--- src/hdl/strap_cfg_pkg.sv ---
/*
 strap configuration package: strap bit positions, pull defaults, reset wait
 times and cycle counts, register offsets and field layouts, state types.
 assumes a 50 MHz system clock.
*/
package strap_cfg_pkg;

    // clock and reset wait times
    localparam longint CLOCK_HZ = 50000000;
    localparam longint RESET_WAIT_SHORT_MS = 2;
    localparam longint RESET_WAIT_LONG_MS = 20;
    localparam int RESET_WAIT_SHORT_CYCLES = int'((RESET_WAIT_SHORT_MS * CLOCK_HZ + 999) / 1000);
    localparam int RESET_WAIT_LONG_CYCLES = int'((RESET_WAIT_LONG_MS * CLOCK_HZ + 999) / 1000);
    localparam int WAIT_COUNT_W = 24;

    // strap vector bit positions
    localparam int STRAP_W = 18;
    localparam int POS_RELEASE_MODE = 0;
    localparam int POS_MGR_SPARE = 1;
    localparam int POS_SCAN_TEST = 4;
    localparam int POS_DEBUG_PORT = 5;
    localparam int POS_POR_GEN_ON = 6;
    localparam int POS_PROC_RST_BYP = 7;
    localparam int POS_PLL_POWER_OFF = 8;
    localparam int POS_PLL_BYPASS = 9;
    localparam int POS_CHIP_SPARE = 10;
    localparam int POS_BOOT_BIT1 = 13;
    localparam int POS_WAIT_LONG = 14;
    localparam int POS_USB_BOOT_N = 15;
    localparam int POS_CARD_BOOT_N = 16;
    localparam int POS_POWER_GOOD = 17;
    localparam int SPARE_W = 3;

    // pull defaults: power-on-reset enable, boot bit 1, usb and card requests pulled up
    localparam logic [STRAP_W-1:0] STRAP_RESET = 18'h1a040;

    // clocks the strap sample waits after reset release, covering the synchroniser
    localparam logic [1:0] SETTLE_CYCLES = 2'h2;

    // register byte offsets
    localparam int ADDR_W = 4;
    localparam logic [ADDR_W-1:0] OFS_STRAPS = 4'h0;
    localparam logic [ADDR_W-1:0] OFS_STATUS = 4'h4;
    localparam logic [ADDR_W-1:0] OFS_CONTROL = 4'h8;
    localparam logic [ADDR_W-1:0] OFS_REMAINING = 4'hc;

    // status register fields
    localparam int ST_STATE_LSB = 0;
    localparam int ST_RELEASED = 2;
    localparam int ST_POWER_GOOD = 3;
    localparam int ST_PLL_CONFLICT = 4;
    localparam int ST_BOOT_LSB = 5;
    localparam int ST_FACTORY_PORT = 7;

    // control register fields
    localparam int CTL_HOLD_RESET = 0;
    localparam logic CONTROL_RESET = 1'b0;

    typedef enum logic [1:0] {BOOT_EMMC, BOOT_SPI, BOOT_USB, BOOT_CARD} boot_source_t;
    typedef enum logic [1:0] {SEQ_SETTLE, SEQ_WAIT, SEQ_POWER, SEQ_RUN} seq_state_t;

endpackage

--- src/hdl/reset_wait_counter.sv ---
/*
 down counter for the chip reset wait. load sets the count, expired is high
 once it has run down to zero. assumes load and run are never both high.
*/
`timescale 1ns/1ps
module reset_wait_counter
    import strap_cfg_pkg::*;
#(
    parameter int COUNT_W = WAIT_COUNT_W
)
(
    // clock and reset
    input wire logic i_clock,
    input wire logic i_rstn,
    // control
    input wire logic i_load,
    input wire logic [COUNT_W-1:0] i_load_value,
    input wire logic i_run,
    // status
    output logic o_expired,
    output logic [COUNT_W-1:0] o_remaining
);

    typedef struct packed {
        logic [COUNT_W-1:0] count;
        logic armed;
    } counter_state_t;

    counter_state_t state;
    counter_state_t next_state;

    always_comb
    begin
        next_state = state;
        if (i_load)
        begin
            next_state.count = i_load_value;
            next_state.armed = 1'b1;
        end
        else if (i_run && state.count != '0)
        begin
            next_state.count = state.count - COUNT_W'(1);
        end
    end

    always_ff @(posedge i_clock or negedge i_rstn)
    begin
        if (!i_rstn)
        begin
            state <= '0;
        end
        else
        begin
            state <= next_state;
        end
    end

    // never expired before the first load, so reset cannot leak out early
    assign o_expired = state.armed && state.count == '0;
    assign o_remaining = state.count;

endmodule

--- src/hdl/strap_boot_reset_config.sv ---
/*
 strap-sampled boot and reset configuration. samples board straps after system
 reset release, drives the chip reset release sequence, the debug, pll and
 reset-bypass configuration and the boot source, and shows all of it to
 software over an avalon-mm slave with waitrequest.
 assumes i_rstn is the system reset, straps are static levels from the board.
*/
// Chosen here: the Avalon-MM register port and the register offsets.
// Contract
// - release mode 0: release chip reset when wait counter expires, ignore power good
// - release mode 1: release chip reset only after counter expiry and power good
// - test select 0 enables processor debug jtag; 1 enables scan tests
// - debug port select 0 routes to processor debug; 1 is factory only
// - power-on-reset strap 1 enables the on-chip generator; 0 bypasses it
// - processor reset bypass 0 keeps partition reset logic; 1 bypasses it
// - pll bypass 1 bypasses system, memory and processor plls
// - pll power-off 1 powers down those plls; 0 keeps them powered
// - boot bit 1 selects emmc when 1, spi flash when 0
// - reset wait strap selects 2 ms when 0, 20 ms when 1
// - usb boot request low at reset release selects usb boot
// - card boot request low at reset release selects sd card boot
// - six spare straps are captured for software, no hardware effect
`timescale 1ns/1ps
module strap_boot_reset_config
    import strap_cfg_pkg::*;
#(
    parameter int SHORT_WAIT_CYCLES = RESET_WAIT_SHORT_CYCLES,
    parameter int LONG_WAIT_CYCLES = RESET_WAIT_LONG_CYCLES
)
(
    // clock and system reset
    input wire logic i_clock,
    input wire logic i_rstn,
    // manager straps: bit 0 release mode, bits 3:1 spare
    input wire logic [3:0] i_manager_config_bits,
    input wire logic i_scan_test_select,
    input wire logic i_debug_port_select,
    input wire logic i_power_on_reset_gen_on,
    // chip straps
    input wire logic i_processor_reset_bypass,
    input wire logic i_pll_power_off,
    input wire logic i_pll_bypass_all,
    input wire logic [SPARE_W-1:0] i_chip_spare_bits,
    input wire logic i_boot_source_bit1,
    input wire logic i_reset_wait_long,
    // board boot requests, active low
    input wire logic i_usb_boot_request_n,
    input wire logic i_card_boot_request_n,
    // power good from the board
    input wire logic i_core_power_good,
    // avalon-mm slave
    input wire logic [ADDR_W-1:0] i_avs_address,
    input wire logic i_avs_read,
    input wire logic i_avs_write,
    input wire logic [31:0] i_avs_writedata,
    input wire logic [3:0] i_avs_byteenable,
    output logic [31:0] o_avs_readdata,
    output logic o_avs_waitrequest,
    // chip reset and configuration
    output logic o_chip_reset_out_n,
    output logic o_config_valid,
    output logic o_debug_jtag_on,
    output logic o_scan_test_on,
    output logic o_debug_port_factory,
    output logic o_power_on_reset_gen_on,
    output logic o_processor_reset_bypass,
    output logic o_pll_bypass_all,
    output logic o_pll_power_off,
    output logic [1:0] o_boot_source
);

    typedef struct packed {
        seq_state_t seq;
        logic [1:0] settle;
        logic [STRAP_W-1:0] straps;
        logic hold_reset;
        logic ack;
        logic [31:0] rdata;
        logic reset_out_n;
    } top_state_t;

    top_state_t state;
    top_state_t next_state;

    logic [STRAP_W-1:0] pins;
    logic [STRAP_W-1:0] synced;
    logic load_wait;
    logic run_wait;
    logic wait_expired;
    logic [WAIT_COUNT_W-1:0] wait_remaining;
    logic [WAIT_COUNT_W-1:0] wait_value;
    logic bus_request;
    logic power_good;
    logic release_ok;

    // boot source decode, shared by the outputs and the status register
    function automatic boot_source_t pick_boot(input logic [STRAP_W-1:0] s);
        boot_source_t b;
        b = BOOT_EMMC;
        if (!s[POS_USB_BOOT_N])
        begin
            b = BOOT_USB;
        end
        else if (!s[POS_CARD_BOOT_N])
        begin
            b = BOOT_CARD;
        end
        else if (s[POS_BOOT_BIT1])
        begin
            b = BOOT_EMMC;
        end
        else
        begin
            b = BOOT_SPI;
        end
        return b;
    endfunction

    // pll power-off without bypass would stop the clocks outright
    function automatic logic pll_conflict(input logic [STRAP_W-1:0] s);
        return s[POS_PLL_POWER_OFF] && !s[POS_PLL_BYPASS];
    endfunction

    assign pins = {
        i_core_power_good,
        i_card_boot_request_n,
        i_usb_boot_request_n,
        i_reset_wait_long,
        i_boot_source_bit1,
        i_chip_spare_bits,
        i_pll_bypass_all,
        i_pll_power_off,
        i_processor_reset_bypass,
        i_power_on_reset_gen_on,
        i_debug_port_select,
        i_scan_test_select,
        i_manager_config_bits
    };

    // board levels cross into the clock domain before anything reads them
    strap_sync #(
        .WIDTH(STRAP_W),
        .INIT(STRAP_RESET)
    ) u_sync (
        .i_clock(i_clock),
        .i_rstn(i_rstn),
        .i_level(pins),
        .o_level(synced)
    );

    reset_wait_counter #(
        .COUNT_W(WAIT_COUNT_W)
    ) u_wait (
        .i_clock(i_clock),
        .i_rstn(i_rstn),
        .i_load(load_wait),
        .i_load_value(wait_value),
        .i_run(run_wait),
        .o_expired(wait_expired),
        .o_remaining(wait_remaining)
    );

    // wait length from the live strap: latching and loading share one cycle
    assign wait_value = synced[POS_WAIT_LONG] ? WAIT_COUNT_W'(LONG_WAIT_CYCLES)
        : WAIT_COUNT_W'(SHORT_WAIT_CYCLES);
    assign load_wait = state.seq == SEQ_SETTLE && state.settle == SETTLE_CYCLES;
    assign run_wait = state.seq == SEQ_WAIT;
    assign power_good = synced[POS_POWER_GOOD];
    assign bus_request = i_avs_read || i_avs_write;

    // release decision: mode 0 ignores power good, mode 1 needs it
    always_comb
    begin
        if (state.straps[POS_RELEASE_MODE])
        begin
            release_ok = wait_expired && power_good;
        end
        else
        begin
            release_ok = wait_expired;
        end
    end

    always_comb
    begin
        next_state = state;
        next_state.ack = bus_request && !state.ack;

        unique case (state.seq)
            SEQ_SETTLE:
            begin
                if (state.settle == SETTLE_CYCLES)
                begin
                    // one capture only; after it only the power good pin is still looked at
                    next_state.straps = synced;
                    next_state.seq = SEQ_WAIT;
                end
                else
                begin
                    next_state.settle = state.settle + 2'h1;
                end
            end
            SEQ_WAIT:
            begin
                if (wait_expired)
                begin
                    next_state.seq = state.straps[POS_RELEASE_MODE] ? SEQ_POWER : SEQ_RUN;
                end
            end
            SEQ_POWER:
            begin
                if (release_ok)
                begin
                    next_state.seq = SEQ_RUN;
                end
            end
            SEQ_RUN:
            begin
                next_state.seq = SEQ_RUN;
            end
        endcase

        // chip reset: released once the sequence reaches run, unless software holds it or power good drops in mode 1
        next_state.reset_out_n = next_state.seq == SEQ_RUN && release_ok && !next_state.hold_reset;

        // register read data is prepared in the first cycle of a read
        if (i_avs_read && !state.ack)
        begin
            next_state.rdata = '0;
            unique case (i_avs_address)
                OFS_STRAPS:
                begin
                    next_state.rdata = 32'(state.straps);
                end
                OFS_STATUS:
                begin
                    next_state.rdata[ST_STATE_LSB +: 2] = state.seq;
                    next_state.rdata[ST_RELEASED] = state.reset_out_n;
                    next_state.rdata[ST_POWER_GOOD] = power_good;
                    next_state.rdata[ST_PLL_CONFLICT] = pll_conflict(state.straps);
                    next_state.rdata[ST_BOOT_LSB +: 2] = pick_boot(state.straps);
                    next_state.rdata[ST_FACTORY_PORT] = state.straps[POS_DEBUG_PORT];
                end
                OFS_CONTROL:
                begin
                    next_state.rdata[CTL_HOLD_RESET] = state.hold_reset;
                end
                OFS_REMAINING:
                begin
                    next_state.rdata = 32'(wait_remaining);
                end
                default:
                begin
                    next_state.rdata = '0;
                end
            endcase
        end

        // writes take effect at the edge where waitrequest is low
        if (i_avs_write && state.ack && i_avs_address == OFS_CONTROL && i_avs_byteenable[0])
        begin
            next_state.hold_reset = i_avs_writedata[CTL_HOLD_RESET];
        end
    end

    always_ff @(posedge i_clock or negedge i_rstn)
    begin
        if (!i_rstn)
        begin
            state.seq <= SEQ_SETTLE;
            state.settle <= '0;
            state.straps <= STRAP_RESET;
            state.hold_reset <= CONTROL_RESET;
            state.ack <= 1'b0;
            state.rdata <= '0;
            state.reset_out_n <= 1'b0;
        end
        else
        begin
            state <= next_state;
        end
    end

    // one wait state per access, answer on the second edge
    assign o_avs_waitrequest = bus_request && !state.ack;
    assign o_avs_readdata = state.rdata;

    assign o_chip_reset_out_n = state.reset_out_n;
    assign o_config_valid = state.seq != SEQ_SETTLE;
    assign o_debug_jtag_on = !state.straps[POS_SCAN_TEST];
    assign o_scan_test_on = state.straps[POS_SCAN_TEST];
    // factory path is only exposed, never chosen by this block on its own
    assign o_debug_port_factory = state.straps[POS_DEBUG_PORT];
    assign o_power_on_reset_gen_on = state.straps[POS_POR_GEN_ON];
    assign o_processor_reset_bypass = state.straps[POS_PROC_RST_BYP];
    assign o_pll_bypass_all = state.straps[POS_PLL_BYPASS];
    assign o_pll_power_off = state.straps[POS_PLL_POWER_OFF];
    assign o_boot_source = pick_boot(state.straps);

endmodule

--- src/hdl/strap_sync.sv ---
/*
 two-stage synchroniser for a vector of slow board levels.
 assumes each bit is a quasi-static level; no bus coherency across bits.
*/
`timescale 1ns/1ps
module strap_sync
    import strap_cfg_pkg::*;
#(
    parameter int WIDTH = STRAP_W,
    parameter logic [WIDTH-1:0] INIT = '0
)
(
    // clock and reset
    input wire logic i_clock,
    input wire logic i_rstn,
    // levels
    input wire logic [WIDTH-1:0] i_level,
    output logic [WIDTH-1:0] o_level
);

    typedef struct packed {
        logic [WIDTH-1:0] first;
        logic [WIDTH-1:0] second;
    } sync_state_t;

    sync_state_t state;
    sync_state_t next_state;

    always_comb
    begin
        next_state.first = i_level;
        next_state.second = state.first;
    end

    always_ff @(posedge i_clock or negedge i_rstn)
    begin
        if (!i_rstn)
        begin
            state <= {INIT, INIT};
        end
        else
        begin
            state <= next_state;
        end
    end

    assign o_level = state.second;

endmodule
--- config.mk ---
export PLATFORM = sky130hd
export DESIGN_NAME = strap_boot_reset_config
export DESIGN_NICKNAME = d
export VERILOG_FILES = /design/src/hdl/strap_cfg_pkg.sv /design/src/hdl/reset_wait_counter.sv /design/src/hdl/strap_boot_reset_config.sv /design/src/hdl/strap_sync.sv
export SDC_FILE = /design/constraint.sdc
export NUM_CORES = 1
export LEC_CHECK = 0
export ABC_AREA = 1
export BUFFER_PORTS_ARGS = -buffer_cell sky130_fd_sc_hd__buf_2
export CAP_MARGIN = 15
export CORE_UTILIZATION = 50
export CTS_CLUSTER_SIZE = 20
export DETAILED_ROUTE_END_ITERATION = 16
export PLACE_DENSITY = 0.76
export SYNTH_ARGS = -nofsm -noshare
export SYNTH_HDL_FRONTEND = slang
export SYNTH_HIERARCHICAL = 1
export SYNTH_SLANG_ARGS = --single-unit
--- constraint.sdc ---
create_clock -name i_clock -period 1.8 [get_ports i_clock]
set_input_delay 0.27 -clock i_clock [delete_from_list [all_inputs] [get_ports i_clock]]
set_output_delay 0.27 -clock i_clock [all_outputs]
set_load 0.005 [all_outputs]
## Word-level counts from Yosys, hierarchy flattened

Index checks and enable logic that the tools add are counted.

| storage, ports and cells | value |
|---|---|
| bits in registers | 118 |
| bits in latches | 0 |
| RAM bits | 0 |
| memory bits (read-only) | 0 |
| output and inout port bits | 44 |
| logic and storage cells | 62 |
| memories | 0 |

| operators by class | value |
|---|---|
| $add $sub $neg | 2 |
| multiply operators | 0 |
| divide/modulo/power cells | 0 |
| magnitude comparators | 0 |
| equal/unequal tests | 8 |
| shift operators | 0 |
| mux-type cells | 15 |
| bitwise operators | 1 |
| reduce and logical (&&, ||, !) cells | 25 |

Operators by type and width:

| cell | count |
|---|---|
| 2-to-1 mux 24 bit | 2 |
| one-hot mux 16 bit (2 select lines) | 1 |
| zero test 24 bit | 1 |
| nonzero test 24 bit | 1 |
| subtractor 24 x 1 -> 24 bit, second input constant | 1 |
| one-hot mux 7 bit (3 select lines) | 1 |
| 2-to-1 mux 20 bit | 1 |
| logical AND 1 bit | 12 |
| 2-to-1 mux 2 bit | 5 |
| equality test 2 bit, second input constant | 4 |
| equality test 4 bit, second input constant | 2 |
| one-hot mux 2 bit (4 select lines) | 1 |
| equality test 4 x 3 -> 1 bit, second input constant | 1 |
| zero test 1 bit | 4 |
| zero test 4 bit | 1 |
| one-hot mux 1 bit (4 select lines) | 1 |
| AND reduction 2 bit | 2 |
| nonzero test 2 bit | 2 |
| 2-to-1 mux 1 bit | 3 |
| adder 2 x 1 -> 2 bit, second input constant | 1 |
| equality test 2 x 1 -> 1 bit, second input constant | 1 |
| zero test 2 bit | 1 |
| logical OR 1 bit | 1 |
| NOT 1 bit | 1 |

## Logic depth before layout (Yosys ltp)

| logic depth | value |
|---|---|
| depth in word-level cells | 9 |
| gate-level depth with buffers | 13 |
| mapped depth without buffers | 13 |

## Modules after synthesis

Netlist, hierarchy kept.

Modules (own cells, without submodules):

| module | instances | cells each | area an instance (sq um) |
|---|---|---|---|
| strap_boot_reset_config | 1 | 317 | 2,560.0 |
| reset_wait_counter | 1 | 316 | 2,037.0 |
| strap_sync | 1 | 36 | 910.9 |

## Worst setup path after synthesis

No wires, ideal clock.

| timing | value |
|---|---|
| path type | register to register |
| from | reg state[55] (netlist name) |
| to | reg u_wait.state, in the netlist u_wait/o_remaining[8] |
| setup time | 0.117 ns |
| arrival time | 1.808 ns |
| required time | 1.683 ns |
| setup slack | -0.126 ns |
| stages on the path, launching flop included | 11 |
| path buffers | 3 |
| cells stage by stage | dfrtp_1 > nor2_1 > nand2_2 > inv_1 > buf_2 > buf_2 > inv_1 > clkbuf_1 > or2_2 > nand3_1 > nand2_1 |

| on the way | value |
|---|---|
| word-level cells in the longest chain between the ends | 3 |
| elaborated cells between the ends (all ways) | 6 |

Ends and longest elaborated chain:

| element | line | RTL |
|---|---|---|
| from (decl) | strap_boot_reset_config.sv:82 | `top_state_t state;` |
| from (signal assigned) | strap_boot_reset_config.sv:280 | `state <= next_state;` |
| zero test 2 bit (*) | strap_boot_reset_config.sv:166 | `assign load_wait = state.seq == SEQ_SETTLE && state.settle == SETTLE_CYCLES;` |
| logical AND 1 bit (*) | strap_boot_reset_config.sv:166 |  |
| named net load_wait | strap_boot_reset_config.sv:87 | `logic load_wait;` |
| 2-to-1 mux 24 bit / nonzero test 2 bit (equally long branches) | -- |  |
| to (signal assigned) | reset_wait_counter.sv:54 | `state <= next_state;` |
| to (decl) | reset_wait_counter.sv:29 | `counter_state_t state;` |

Mark *: on every way through the listed nets, which the timed path passes. The rest lies on a longest branch.
A chain may end at the register's enable or synchronous reset.

==> impl_metrics.tcl <==
set metrics [dict create \
    outcome "finished clean" \
    drcViolationCount 0 \
    fp.dieW_um 107 \
    dieArea_um2 11400 \
    critical-path-top-delay-family "simple AND/OR/NAND/NOR gates" \
    routed_wl_um 12500 \
    worst_pin_slew_ps 542 \
    final_cell_mix "nand2_1 (220), dfrtp_1 (98), nand3_1 (78), buf_2 (62), nor2_1 (57)" \
    fin_cells 883 \
    min_path_type "input pin to flip-flop" \
    synth_cells 669 \
    grt_pass1_wl_um 20400 \
    dr.pass1.iters 5 \
    nets 807 \
    hold_violations 0 \
    cp_common_cell "nor2_1" \
    fin_skew_ps 12.4 \
    grt_util_met3_pct 3.77 \
    gp_congestion 0.892 \
    syn_to_final_growth_pct 12.9 \
    grt_busiest_layer "met2" \
    setup.worst_path.start_class "flip-flop" \
    antenna_found_initial 0 \
    finalSetupViolations 0 \
    grtUsageTotal_pct 23.3 \
    numPortBuffers 63 \
    avgSynthCellArea_um2 8.23 \
    leakage_nw 3.15 \
    wl_per_cell_um 14.1 \
    ys_seq_elements 110 \
    slowest_delay_ps 470 \
    critPathBufInv 0 \
    mostFrequentLayoutCell "nand2_1" \
    htreeDepth 3 \
    ctsRootBufferMaster "clkbuf_8" \
    fin_util_pct 59.1 \
    ir_drop_mv 0.504 \
    rows 37 \
    power_density_nw_per_um2 925 \
    cts.clk_slew.worst_paths_ps 120 \
    fillCellCount 910 \
    synth_area_um2 5510 \
    power_mw 5.75 \
    worst_ep_arrival_time_ps 2040 \
    cp_cell_sequence "nor2_1, nand2_1, nor2_2, nand3_2, nor2_4, nor2_1, nor2_1, nand3b_1, nor2_1" \
    period_share_pct 95.6 \
    vias 4514 \
    die_h_um 107 \
    core-area_um2 10500 \
    hold_slack_ps 146 \
    grt_pass1_vias 4181 \
    n_antenna_cell 0 \
    gr-total-overflow 0 \
    timing.fmax_mhz 581 \
    cts_buffer_depth 2 \
    post-place-cells 845 \
    vias_per_cell 5.11 \
    use_met2_pct 38.7 \
    io_pins 106 \
    crit_required_ps 2120 \
    cts_tree "yes" \
    drtAntennaViolNets 0 \
    start_util_pct 52.4 \
    cap_violations 0 \
    crit_slowest_cell "dfrtp_1" \
    relSlewSlack_pct 63.9 \
    grt_max_degree 39 \
    drive_gt1_share_pct 20.9 \
    critPathCaptureType "flip-flop" \
    dp_hpwl_um 9040 \
    drv_slew 0 \
    seq_area_frac_synth_pct 50.2 \
    synth_cell_types 29 \
    fin_crit_ps 1720 \
    cts_sinks 110 \
    cts_made_buffers 9 \
    critPathKind "flip-flop to flip-flop" \
    critical_path_peak_fanout 5 \
    fin_setup_tns_ps 0 \
    first_iter_violations 466 \
    worst_skew_pair.late_latency_ps 380 \
    grtUsageMet1_pct 31.5 \
    synth_warnings 6 \
]
## synthesized netlist by cell type
master / instances / area (µm²)
nand4_1: 8 / 50.1
buf_6: 3 / 33.8
a31oi_1: 10 / 62.6
buf_8: 3 / 45.0
nor2_2: 6 / 37.5
o21ai_1: 5 / 25.0
nor2_1: 59 / 221
o21ai_0: 13 / 65.1
nand2_2: 6 / 37.5
a21oi_1: 4 / 20.0
xnor2_1: 7 / 61.3
clkbuf_1: 6 / 22.5
ha_1: 3 / 37.5
nand3b_1: 2 / 15.0
buf_4: 57 / 428
dfrtp_1: 98 / 2450
nand3_1: 78 / 390
buf_1: 1 / 3.75
or2_2: 3 / 18.8
conb_1: 2 / 7.51
nand2_4: 2 / 22.5
inv_1: 41 / 154
xor2_1: 3 / 26.3
nor3_1: 1 / 5.00
nand2_1: 220 / 826
nor2_4: 3 / 33.8
dfstp_2: 12 / 315
nand3_2: 5 / 50.1
buf_2: 8 / 40.0
## sequential cells by signal, indices dropped and copies added (netlist names)
name / count
u_wait/o_remaining: 24
state: 18
o_pll_bypass_all: 1
o_pll_power_off: 1
u_sync/next_state: 18
o_debug_port_factory: 1
o_processor_reset_bypass: 1
o_chip_reset_out_n: 1
o_power_on_reset_gen_on: 1
o_avs_readdata: 24
u_wait/state: 1
o_scan_test_on: 1
u_sync/o_level: 18
## tightest hold or removal path, cell delays in order
cell	delay, ps
buf_2	90
nand4_1	80
nand2_1	50
## per-layer routing
metal	up-vias	wire length (µm)
met1	2130	5380
met2	189	6090
met5	-	0
met4	0	150
li1	2178	-
met3	17	855
## final timing paths
| kind | from | end | slack, ps | cells after the start |
|---|---|---|---|---|
| worst max-delay path | u_wait/o_remaining[8] | o_chip_reset_out_n | 80 | 9 |
| worst min-delay path | i_avs_writedata[0] | state[34] | 150 | 3 |
| worst min register to register | u_sync/next_state[1] | u_sync/o_level[1] | 360 | 0 |
| max in group asynchronous | i_rstn | state[50] | 720 | 3 |
| min in group asynchronous | i_rstn | state[56] | 400 | 2 |
| worst max register to register | u_wait/o_remaining[8] | o_chip_reset_out_n | 80 | 9 |
## cells by family after synthesis
| kind of cell | count (synthesis) | share of synthesized area, % |
|---|---|---|
| xor gates and xnor gates | 10 | 1.59 |
| adders and majority gates | 3 | 0.682 |
| other | 2 | 0.136 |
| buffers and inverters | 119 | 13.2 |
| DFF | 110 | 50.2 |
| AOI/OAI and AO/OA | 32 | 3.13 |
| and+or+nand+nor | 393 | 31.0 |
## per-stage QoR
stage	worst slack [ps]	cell area (µm²)
6_report	79.0	6220
5_1_grt	-17.1	6220
4_1_cts	29.4	6170
3_5_place_dp	-1.63	5780
3_3_place_gp	61.8	5780
2_1_floorplan	4.03	5600
## repair_timing
action | 4_1_cts | 5_1_grt
hold buffers | 19 | 0
hold endpoints to repair | 54 | 0
gates resized for setup | 1 | 4
pin swaps | 0 | 1
setup buffers | 0 | 3
setup endpoints to repair | 2 | 13
## area by class of cell
type / instances / area [µm²] / share of cell area [%]
sequential: 110 / 2770 / 44.5
timing repair buffer: 119 / 823 / 13.2
tap: 136 / 170 / 2.74
multi-input combinational: 461 / 2110 / 34.0
clock buffer: 10 / 128 / 2.05
inverter: 41 / 154 / 2.48
clock inverter: 6 / 62.6 / 1.01
## where the power goes
group / switching, mW / total (mW) / internal, mW
combinational: 0.796 / 1.33 / 0.539
sequential: 0.203 / 2.95 / 2.75
clock: 0.923 / 1.47 / 0.544
Power figures use the tool's default switching activity.
